## src/logic/ecia_cfg.svh

```systemverilog
// constants of the interrupt aggregator: offsets, reset values, counts
`ifndef ECIA_CFG_SVH
`define ECIA_CFG_SVH
`define ECIA_NGRP 16
`define ECIA_NSRC 31
// per-group register block: source, enable, result, stride of 14h
`define ECIA_GRP_STRIDE 10'h014
`define ECIA_SRC_OFS 10'h000
`define ECIA_EN_OFS 10'h004
`define ECIA_RES_OFS 10'h008
// block select and event registers
`define ECIA_BLKSEL_OFS 10'h200
`define ECIA_EVST_OFS 10'h210
`define ECIA_EVCLR_OFS 10'h214
`define ECIA_EVEN_OFS 10'h218
// reset values
`define ECIA_SRC_RST 31'h00000000
`define ECIA_EN_RST 31'h00000000
`define ECIA_BLKSEL_RST 16'hFFFF
`define ECIA_EV_RST 16'h0000
// sources able to wake the system, same mask for every group
`define ECIA_WAKE_MASK 31'h7FFFFFFF
`endif

```

## src/logic/ecia_pkg.sv

```systemverilog
// types of the interrupt aggregator
package ecia_pkg;
    typedef logic [15:0][30:0] ecia_grp_t;

    // wishbone request from the master
    typedef struct packed {
        logic cyc;
        logic stb;
        logic we;
        logic [31:0] adr;
        logic [3:0] sel;
        logic [31:0] dat;
    } ecia_wb_req_s;

    // wishbone answer to the master
    typedef struct packed {
        logic ack;
        logic [31:0] dat;
    } ecia_wb_rsp_s;

    // complete state of the aggregator
    typedef struct packed {
        ecia_grp_t sync1;
        ecia_grp_t sync2;
        ecia_grp_t src;
        ecia_grp_t en;
        logic [15:0] blksel;
        logic [15:0] req_prev;
        logic [15:0] evst;
        logic [15:0] even;
        logic ev_irq;
        logic ack;
        logic [31:0] rdat;
    } ecia_state_s;
endpackage : ecia_pkg

```

## src/logic/ecia_top.sv

```systemverilog
// interrupt aggregator: 16 groups of 31 level sources on wishbone
`timescale 1ns/10ps
`default_nettype none
`include "ecia_cfg.svh"

module ecia_top (
    input wire logic clk_i,
    input wire logic rst_i,
    input wire ecia_pkg::ecia_grp_t src_i,
    input wire ecia_pkg::ecia_wb_req_s wb_req_i,
    output ecia_pkg::ecia_wb_rsp_s wb_rsp_o,
    output logic [15:0] irq_req_o,
    output logic wake_o,
    output logic ev_irq_o
);

    // ------------------------------------------------------------
    // state
    // ------------------------------------------------------------
    ecia_pkg::ecia_state_s st_q;
    ecia_pkg::ecia_state_s st_d;
    ecia_pkg::ecia_grp_t res;
    logic [15:0] grp_wake;
    logic wb_go;
    logic [9:0] ofs;

    // ------------------------------------------------------------
    // clockless aggregation per group
    // ------------------------------------------------------------
    genvar g;
    generate
        for (g = 0; g < `ECIA_NGRP; g = g + 1) begin : g_grp
            // result of one group
            assign res[g] = st_q.src[g] & st_q.en[g];
            // only maskable requests pass here, gated by the block select
            assign irq_req_o[g] = (|res[g]) & st_q.blksel[g];
            // wake term of one group
            assign grp_wake[g] = |(res[g] & `ECIA_WAKE_MASK);
        end
    endgenerate

    // wake is an OR of latched results, so new sources reach it only through clocked flops
    assign wake_o = |grp_wake;

    // bus answer comes from flops
    assign wb_rsp_o.ack = st_q.ack;
    assign wb_rsp_o.dat = st_q.rdat;
    assign ev_irq_o = st_q.ev_irq;

    // ------------------------------------------------------------
    // bus decode
    // ------------------------------------------------------------
    assign wb_go = wb_req_i.cyc & wb_req_i.stb & ~st_q.ack;
    assign ofs = wb_req_i.adr[9:0];

    // byte-lane merge of write data into a stored value
    function automatic logic [31:0] ecia_merge(
        input logic [31:0] old,
        input logic [31:0] wd,
        input logic [3:0] sel
    );
        logic [31:0] r;
        r = old;
        for (int b = 0; b < 4; b++) begin
            if (sel[b]) begin
                r[b*8 +: 8] = wd[b*8 +: 8];
            end
        end
        return r;
    endfunction : ecia_merge

    // ------------------------------------------------------------
    // next state
    // ------------------------------------------------------------
    always_comb begin
        logic [9:0] base;
        logic [31:0] wmask;
        logic [31:0] tmp;
        logic [15:0] clr;
        logic [15:0] evset;
        logic [15:0] grp_req;
        base = 10'h000;
        wmask = 32'h00000000;
        tmp = 32'h00000000;
        clr = 16'h0000;
        evset = 16'h0000;
        grp_req = 16'h0000;
        st_d = st_q;
        // two-flop synchroniser for all source pins
        st_d.sync1 = src_i;
        st_d.sync2 = st_q.sync1;
        st_d.ack = wb_go;
        st_d.rdat = 32'h00000000;
        wmask = ecia_merge(32'h00000000, 32'hFFFFFFFF, wb_req_i.sel);
        // register accesses, unmapped reads return zero
        for (int i = 0; i < `ECIA_NGRP; i++) begin
            base = 10'(i * 20);
            // sticky set while input high
            st_d.src[i] = st_q.src[i] | st_q.sync2[i];
            if (wb_go && ofs == base + `ECIA_SRC_OFS) begin
                st_d.rdat = {1'b0, st_q.src[i]};
                if (wb_req_i.we) begin
                    // write-one clears, a live input keeps it set
                    st_d.src[i] = (st_q.src[i]
                        & ~(wb_req_i.dat[30:0] & wmask[30:0]))
                        | st_q.sync2[i];
                end
            end
            if (wb_go && ofs == base + `ECIA_EN_OFS) begin
                st_d.rdat = {1'b0, st_q.en[i]};
                if (wb_req_i.we) begin
                    tmp = ecia_merge({1'b0, st_q.en[i]}, wb_req_i.dat,
                        wb_req_i.sel);
                    st_d.en[i] = tmp[30:0];
                end
            end
            if (wb_go && ofs == base + `ECIA_RES_OFS) begin
                st_d.rdat = {1'b0, res[i]};
            end
        end
        if (wb_go && ofs == `ECIA_BLKSEL_OFS) begin
            st_d.rdat = {16'h0000, st_q.blksel};
            if (wb_req_i.we) begin
                tmp = ecia_merge({16'h0000, st_q.blksel}, wb_req_i.dat,
                    wb_req_i.sel);
                st_d.blksel = tmp[15:0];
            end
        end
        if (wb_go && ofs == `ECIA_EVST_OFS) begin
            st_d.rdat = {16'h0000, st_q.evst};
        end
        if (wb_go && ofs == `ECIA_EVCLR_OFS && wb_req_i.we) begin
            clr = wb_req_i.dat[15:0] & wmask[15:0];
        end
        if (wb_go && ofs == `ECIA_EVEN_OFS) begin
            st_d.rdat = {16'h0000, st_q.even};
            if (wb_req_i.we) begin
                tmp = ecia_merge({16'h0000, st_q.even}, wb_req_i.dat,
                    wb_req_i.sel);
                st_d.even = tmp[15:0];
            end
        end
        // events: rising group request, set wins over clear
        grp_req = irq_req_o;
        evset = grp_req & ~st_q.req_prev;
        st_d.req_prev = grp_req;
        st_d.evst = (st_q.evst & ~clr) | evset;
        st_d.ev_irq = |(st_d.evst & st_d.even);
        // watchdog reset
        if (rst_i) begin
            for (int i = 0; i < `ECIA_NGRP; i++) begin
                st_d.src[i] = `ECIA_SRC_RST;
                st_d.en[i] = `ECIA_EN_RST;
                st_d.sync1[i] = `ECIA_SRC_RST;
                st_d.sync2[i] = `ECIA_SRC_RST;
            end
            st_d.blksel = `ECIA_BLKSEL_RST;
            st_d.req_prev = `ECIA_EV_RST;
            st_d.evst = `ECIA_EV_RST;
            st_d.even = `ECIA_EV_RST;
            st_d.ev_irq = 1'b0;
            st_d.ack = 1'b0;
            st_d.rdat = 32'h00000000;
        end
    end

    // state register
    always_ff @(posedge clk_i) begin
        st_q <= st_d;
    end

    // ------------------------------------------------------------
    // checks
    // ------------------------------------------------------------
    // reset empties sources and enables and selects every group
    property p_rst_clear;
        @(posedge clk_i) rst_i |=> (st_q.src == '0 && st_q.en == '0
            && st_q.blksel == 16'hFFFF && !wake_o && irq_req_o == 16'h0000);
    endproperty
    a_rst_clear: assert property (p_rst_clear)
        else $error("reset did not clear aggregator state");

    // a source held high for three cycles is latched
    property p_src_set;
        @(posedge clk_i) disable iff (rst_i)
        src_i[0][0] [*3] |=> st_q.src[0][0];
    endproperty
    a_src_set: assert property (p_src_set)
        else $error("held source was not latched");

    // a latched source with its input still high survives a clear
    property p_src_hold;
        @(posedge clk_i) disable iff (rst_i)
        st_q.src[5][5] && st_q.sync2[5][5] |=> st_q.src[5][5];
    endproperty
    a_src_hold: assert property (p_src_hold)
        else $error("live source was cleared");

    // a source never sets without a synchronised input
    property p_src_cause;
        @(posedge clk_i) disable iff (rst_i)
        $rose(st_q.src[7][30]) |-> $past(st_q.sync2[7][30]);
    endproperty
    a_src_cause: assert property (p_src_cause)
        else $error("source set without input");

    // result reads return source and enable combined
    property p_res_read;
        @(posedge clk_i) disable iff (rst_i)
        wb_go && !wb_req_i.we && ofs == 10'h01C
            |=> wb_rsp_o.dat == {1'b0, $past(st_q.src[1] & st_q.en[1])};
    endproperty
    a_res_read: assert property (p_res_read)
        else $error("result read mismatch");

    // a deselected group never requests
    property p_blksel;
        @(posedge clk_i) disable iff (rst_i)
        !st_q.blksel[1] |-> !irq_req_o[1];
    endproperty
    a_blksel: assert property (p_blksel)
        else $error("deselected group requested");

    // a request needs some enabled pending source
    property p_req_cause;
        @(posedge clk_i) disable iff (rst_i)
        irq_req_o[15] |-> (st_q.src[15] & st_q.en[15]) != 31'h00000000;
    endproperty
    a_req_cause: assert property (p_req_cause)
        else $error("request without enabled source");

    // nothing enabled means no wake
    property p_wake;
        @(posedge clk_i) disable iff (rst_i)
        st_q.en == '0 |-> !wake_o;
    endproperty
    a_wake: assert property (p_wake)
        else $error("wake without enabled source");

    // bus answers in one cycle, single ack pulse
    property p_ack;
        @(posedge clk_i) disable iff (rst_i)
        wb_go |=> wb_rsp_o.ack ##1 !wb_rsp_o.ack;
    endproperty
    a_ack: assert property (p_ack)
        else $error("bus ack timing wrong");

    // enabled event raises interrupt one cycle later
    property p_ev_irq;
        @(posedge clk_i) disable iff (rst_i)
        (st_q.evst & st_q.even) != 16'h0000 |=> ev_irq_o
            || $past(wb_go && wb_req_i.we && (ofs == `ECIA_EVCLR_OFS
            || ofs == `ECIA_EVEN_OFS));
    endproperty
    a_ev_irq: assert property (p_ev_irq)
        else $error("event interrupt missing");

    // a write-one clear with the input low empties the bit
    property p_src_clear;
        @(posedge clk_i) disable iff (rst_i)
        wb_go && wb_req_i.we && ofs == 10'h064 && wb_req_i.sel[0]
            && wb_req_i.dat[0] && !st_q.sync2[5][0] |=> !st_q.src[5][0];
    endproperty
    a_src_clear: assert property (p_src_clear)
        else $error("cleared source stayed set");

    // a full-word enable write lands in the enable register
    property p_en_write;
        @(posedge clk_i) disable iff (rst_i)
        wb_go && wb_req_i.we && ofs == 10'h004 && wb_req_i.sel == 4'hF
            |=> st_q.en[0] == $past(wb_req_i.dat[30:0]);
    endproperty
    a_en_write: assert property (p_en_write)
        else $error("enable write lost");

    // a source read returns the latched bits
    property p_src_read;
        @(posedge clk_i) disable iff (rst_i)
        wb_go && !wb_req_i.we && ofs == 10'h028
            |=> wb_rsp_o.dat == {1'b0, $past(st_q.src[2])};
    endproperty
    a_src_read: assert property (p_src_read)
        else $error("source read mismatch");

    // a full-word select write lands in the select register
    property p_blksel_write;
        @(posedge clk_i) disable iff (rst_i)
        wb_go && wb_req_i.we && ofs == `ECIA_BLKSEL_OFS
            && wb_req_i.sel == 4'hF
            |=> st_q.blksel == $past(wb_req_i.dat[15:0]);
    endproperty
    a_blksel_write: assert property (p_blksel_write)
        else $error("select write lost");

    // an enabled pending source always asks for wake
    property p_wake_src;
        @(posedge clk_i) disable iff (rst_i)
        (st_q.src[4] & st_q.en[4]) != 31'h00000000 |-> wake_o;
    endproperty
    a_wake_src: assert property (p_wake_src)
        else $error("enabled source gave no wake");

    // a selected group with an enabled source requests
    property p_irq_gate;
        @(posedge clk_i) disable iff (rst_i)
        st_q.blksel[6] && (st_q.src[6] & st_q.en[6]) != 31'h00000000
            |-> irq_req_o[6];
    endproperty
    a_irq_gate: assert property (p_irq_gate)
        else $error("selected group did not request");

    // unmapped reads answer zero
    property p_unmapped;
        @(posedge clk_i) disable iff (rst_i)
        wb_go && !wb_req_i.we && ofs == 10'h3FC
            |=> wb_rsp_o.dat == 32'h00000000;
    endproperty
    a_unmapped: assert property (p_unmapped)
        else $error("unmapped read not zero");

    // a rising group request sets its event bit
    property p_evst_set;
        @(posedge clk_i) disable iff (rst_i)
        irq_req_o[0] && !st_q.req_prev[0] |=> st_q.evst[0];
    endproperty
    a_evst_set: assert property (p_evst_set)
        else $error("event bit not set");

    // no request, no acknowledge
    property p_ack_idle;
        @(posedge clk_i) disable iff (rst_i)
        !(wb_req_i.cyc && wb_req_i.stb) |=> !wb_rsp_o.ack;
    endproperty
    a_ack_idle: assert property (p_ack_idle)
        else $error("ack without request");

    // read data is zero outside the acknowledge cycle
    property p_dat_idle;
        @(posedge clk_i) disable iff (rst_i)
        !wb_rsp_o.ack |-> wb_rsp_o.dat == 32'h00000000;
    endproperty
    a_dat_idle: assert property (p_dat_idle)
        else $error("read data outside ack");

endmodule : ecia_top
`default_nettype wire

```

## config.mk

```make
export PLATFORM = sky130hd
export DESIGN_NAME = ecia_top
export DESIGN_NICKNAME = d
export VERILOG_FILES = /design/src/logic/ecia_pkg.sv /design/src/logic/ecia_top.sv
export VERILOG_INCLUDE_DIRS = /design/src /design/src/logic
export SDC_FILE = /design/constraint.sdc
export NUM_CORES = 2
export LEC_CHECK = 0
export BUFFER_PORTS_ARGS = -buffer_cell sky130_fd_sc_hd__buf_2
export CAP_MARGIN = 0
export CELL_PAD_IN_SITES_DETAIL_PLACEMENT = 0
export CELL_PAD_IN_SITES_GLOBAL_PLACEMENT = 2
export CORE_MARGIN = 4
export CORE_UTILIZATION = 36
export DETAILED_ROUTE_END_ITERATION = 16
export PLACE_DENSITY_LB_ADDON = 0.1
export RECOVER_POWER = 100
export SETUP_SLACK_MARGIN = 0.3
export SLEW_MARGIN = 20
export SYNTH_ARGS = -nofsm -noshare
export SYNTH_HDL_FRONTEND = slang
export SYNTH_SLANG_ARGS = --single-unit
```

## constraint.sdc

```tcl
create_clock -name clk_i -period 4.6 [get_ports clk_i]
set_input_delay 1.38 -clock clk_i [delete_from_list [all_inputs] [get_ports clk_i]]
set_output_delay 1.38 -clock clk_i [all_outputs]
set_load 0.01 [all_outputs]
```

==> impl_metrics.py <==
metrics = {
    "routing": {
        "wl_per_cell_um": 36.85,
        "vias": 89520,
        "via_per_inst": 6.014,
        "drc": 0,
        "drt_iter0_drc": 13940,
        "totalWireLength_um": 548400,
        "first_pass_iters": 9,
        "postRouteAntennaNets": 0,
    },
    "hold_path": {
        "min_path_type": "reg -> reg",
        "holdPathStages": 1,
        "min_to": "st_q[1241]",
        "worstHoldStart": "st_q[1737]",
    },
    "global_routing": {
        "grt_start_max_net_pins": 241,
        "grt_pass1_wl_um": 720800,
        "track_usage_pct": 44.83,
        "antenna_found_initial": 56,
        "grt_pass1_vias": 82310,
        "gr-total-overflow": 0,
    },
    "clock_tree": {
        "clk_latency_ps": 900,
        "clk_pin_slew_ps": 60,
        "numCtsBuffers": 216,
        "root_buffer": "clkbuf_16",
        "cts.sinks": 2081,
        "max-clock-path-buffers": 3,
        "tritoncts": "built",
        "htree_num_levels": 4,
    },
    "worst_setup_path": {
        "crit_top_cell": "nand2_1",
        "max_stage_delay_ps": 1720,
        "start_kind": "input pin",
        "r2r_end": "wb_rsp_o[8]",
        "crit_required_ps": 5420,
        "cpMaxStageDelayCell": "nand2_1",
        "setup.worst_path.end_class": "register",
        "path_class": "in -> reg",
        "reg2reg_depth": 18,
        "reg2reg_setup_slack_ps": 390,
        "cp.arrival_ps": 6050,
        "r2r_start": "wb_rsp_o[32]",
        "crit_fanout": 25,
        "worstPathCellList": "clkbuf_1 > nand2_1 > clkbuf_4 > nor2_1 > nand2_1 > a21oi_1",
        "crit_start": "wb_req_i[68]",
    },
    "synthesis": {
        "synthTopCellsByArea": "dfxtp_1 51%, nand2_1 10%, a21oi_1 8.3%",
        "syn-num-nets": 10520,
        "synth-main-ff-cell": "dfxtp_1",
        "synth_edf_count": 0,
        "synth_async_sr_flop_share_pct": 0,
        "synth_cell_type_count": 88,
        "synthMuxAreaShare_pct": 0.2091,
        "synth_area_leader_cell": "dfxtp_1",
        "yosysSeqAreaShare_pct": 51.20,
        "synth_fa_ha_area_share_pct": 0,
        "ys_seq_elements": 2081,
        "synthXorXnorAreaFrac_pct": 0,
        "yosysWarnings": 0,
        "synth-simple-area-share_pct": 25.53,
        "netlist.area_leader.share_pct": 51.20,
        "synth_top_family_by_area": "simple AND/OR/NAND/NOR gates",
        "synth.avg_cell_area_um2": 8.181,
        "synth_area_um2": 81370,
        "synthCells": 9947,
        "synth_compound_area_share_pct": 19.31,
    },
    "finish": {
        "final_nets": 12230,
        "design_area_um2": 106200,
        "syn2layout_area_growth_pct": 30.56,
        "drive_gt1_share_pct": 22.79,
        "fillers": 22280,
    },
    "sta": {
        "setup_ws_ps": -626.7,
        "rsz0062_at_grt": "true",
        "timing.fmax_ghz": 0.1913,
        "worst-slew-pin-transition_ps": 3156,
        "setup_violations": 518,
        "slew_violations": 1240,
        "fin_crit_sh_pct": 113.6,
        "skew_ps": 72.34,
        "post-route-min-period_ps": 5227,
        "finalHoldViolCount": 0,
        "hold_ws_ps": 372.5,
        "slew_headroom_pct": -110.4,
    },
    "placement": {
        "postPlaceCellArea_um2": 98140,
        "gp_congestion": 1.086,
        "post-dp-hpwl_um": 413200,
        "io_buffers": 595,
    },
    "floorplan": {
        "die_y_um": 483.4,
        "start_util_pct": 36.18,
        "die-area_um2": 233700,
        "core_area_um2": 224900,
        "rows": 174,
        "die_w_um": 483.4,
        "num_io_pins": 620,
    },
    "status": {
        "outcome": "finished, violations left",
        "violations": "capacitance limit, slew limit, setup timing",
    },
    "run": {
        "cap_violations": 12,
    },
    "pwr": {
        "leakagePower_nw": 42.28,
        "power_density_nw_per_um2": 380.3,
        "vdd_drop_max_uv": 313.1,
    },
}
## routing by layer
layer | global-route usage [%] | vias to the layer above | wire (um)
li1 | - | 37430 | -
met2 | 65.10 | 6645 | 225200
met5 | 0 | - | 119
met4 | 34.41 | 16 | 51790
met1 | 55.99 | 43700 | 206500
met3 | 12.83 | 1732 | 64820
## report_power, final
group / switching (mW) / total [mW] / internal [mW]
Combinational: 2.04 / 2.95 / 0.911
Sequential: 0.441 / 19.1 / 18.7
Clock: 8.09 / 18.4 / 10.3
## timing repair
| action | 4_1_cts | 5_1_grt |
|---|---|---|
| cloned | 1 | 0 |
| setup endpoints to repair | 34 | 36 |
| hold buffers | 0 | 0 |
| gates resized for setup | 158 | 98 |
| setup buffers | 7 | 5 |
| pin swaps | 40 | 25 |
## per-stage QoR
step | TNS [ps] | util (%) | total power [mW] | worst slack, ps | cells
floorplan | 0 | - | 20.31 | 739.2 | 9947
finish | -107850 | 47.24 | 40.40 | -626.7 | 14890
detailed placement | -22110 | 43.64 | 22.29 | -1559 | 14420
CTS | -342.5 | 47.23 | 40.45 | -342.5 | 14830
global placement | -22410 | 43.64 | 22.26 | -1578 | 14420
global route | -64120 | 47.20 | 41.33 | -372.1 | 14850
## state kept, by name, indices dropped and copies added, names as in the netlist
register / cells
wb_rsp_o: 32
st_q: 2048
ev_irq_o: 1
## worst max-delay path, delay by kind of cell
family                 cells  cell delay, ps
buffers and inverters      2            1970
AOI/OAI and AO/OA          1             180
and+or+nand+nor            3            2450
## synth_stat cells (29+ instances only)
| library cell | number |
|---|---|
| nand2_1 | 2186 |
| dfxtp_1 | 2081 |
| a21oi_1 | 1350 |
| nor2b_1 | 1042 |
| nor2_1 | 837 |
| clkbuf_1 | 519 |
| o21ai_0 | 357 |
| a22oi_1 | 146 |
| nand3_1 | 121 |
| a221oi_1 | 115 |
| o22ai_1 | 89 |
| nor3_1 | 71 |
| nand4_1 | 68 |
| o221ai_1 | 68 |
| inv_1 | 61 |
| buf_2 | 57 |
| buf_4 | 55 |
| and3_1 | 50 |
| a22o_1 | 48 |
| o211ai_1 | 47 |
| a21o_1 | 42 |
| buf_1 | 42 |
| a211oi_1 | 40 |
| a31oi_1 | 38 |
| a2111oi_0 | 37 |
| a222oi_1 | 29 |
## worst max path at each step
stage	end	slack, ps
6_report	st_q[556]	-630
5_1_grt	wb_rsp_o[0]	-370
4_1_cts	wake_o	-340
3_5_place_dp	wb_rsp_o[27]	-1560
3_3_place_gp	wb_rsp_o[27]	-1580
2_1_floorplan	wb_rsp_o[24]	740
## final cells by class
class / instances / area, um2 / area share (%)
Antenna cell: 51 / 127.6 / 0.1201
Clock buffer: 274 / 5967 / 5.616
Clock inverter: 125 / 1498 / 1.410
Inverter: 62 / 237.7 / 0.2238
Multi-Input combinational cell: 7130 / 37500 / 35.30
Sequential cell: 2081 / 41720 / 39.27
Tap cell: 2992 / 3744 / 3.524
Timing Repair Buffer: 2170 / 15440 / 14.53
## cell usage in the layout, fill, tap and decap left out, types with 25 or more instances in the layout
master / netlist / layout
nand2_1: 2186 / 2174
dfxtp_1: 2081 / 2044
buf_4: 55 / 1423
a21oi_1: 1350 / 1340
nor2b_1: 1042 / 1041
nor2_1: 837 / 825
buf_2: 57 / 554
o21ai_0: 357 / 346
clkbuf_16: 0 / 219
a22oi_1: 146 / 144
nand3_1: 121 / 121
clkbuf_1: 519 / 93
a221oi_1: 115 / 88
o22ai_1: 89 / 88
nand4_1: 68 / 68
o221ai_1: 68 / 65
nor3_1: 71 / 64
inv_1: 61 / 60
buf_12: 0 / 59
diode_2: 0 / 51
a22o_1: 48 / 47
and3_1: 50 / 47
o211ai_1: 47 / 47
clkinv_2: 0 / 43
a21o_1: 42 / 42
a31oi_1: 38 / 38
a211oi_1: 40 / 35
dfxtp_2: 0 / 30
a222oi_1: 29 / 29
clkbuf_8: 0 / 29
a211o_1: 27 / 27
a221oi_2: 0 / 25
a2111oi_0: 37 / 25
a32oi_1: 25 / 25
## cell families (layout without fill, tap and decap cells)
kind of cell | Yosys count | in the layout
AO/OA/AOI/OAI | 2598 | 2598
other | 1 | 52
AND/OR/NAND/NOR | 4514 | 4514
multiplexers | 17 | 17
buffers and inverters | 736 | 2631
flip-flops | 2081 | 2081
Power figures use the tool's default switching activity.
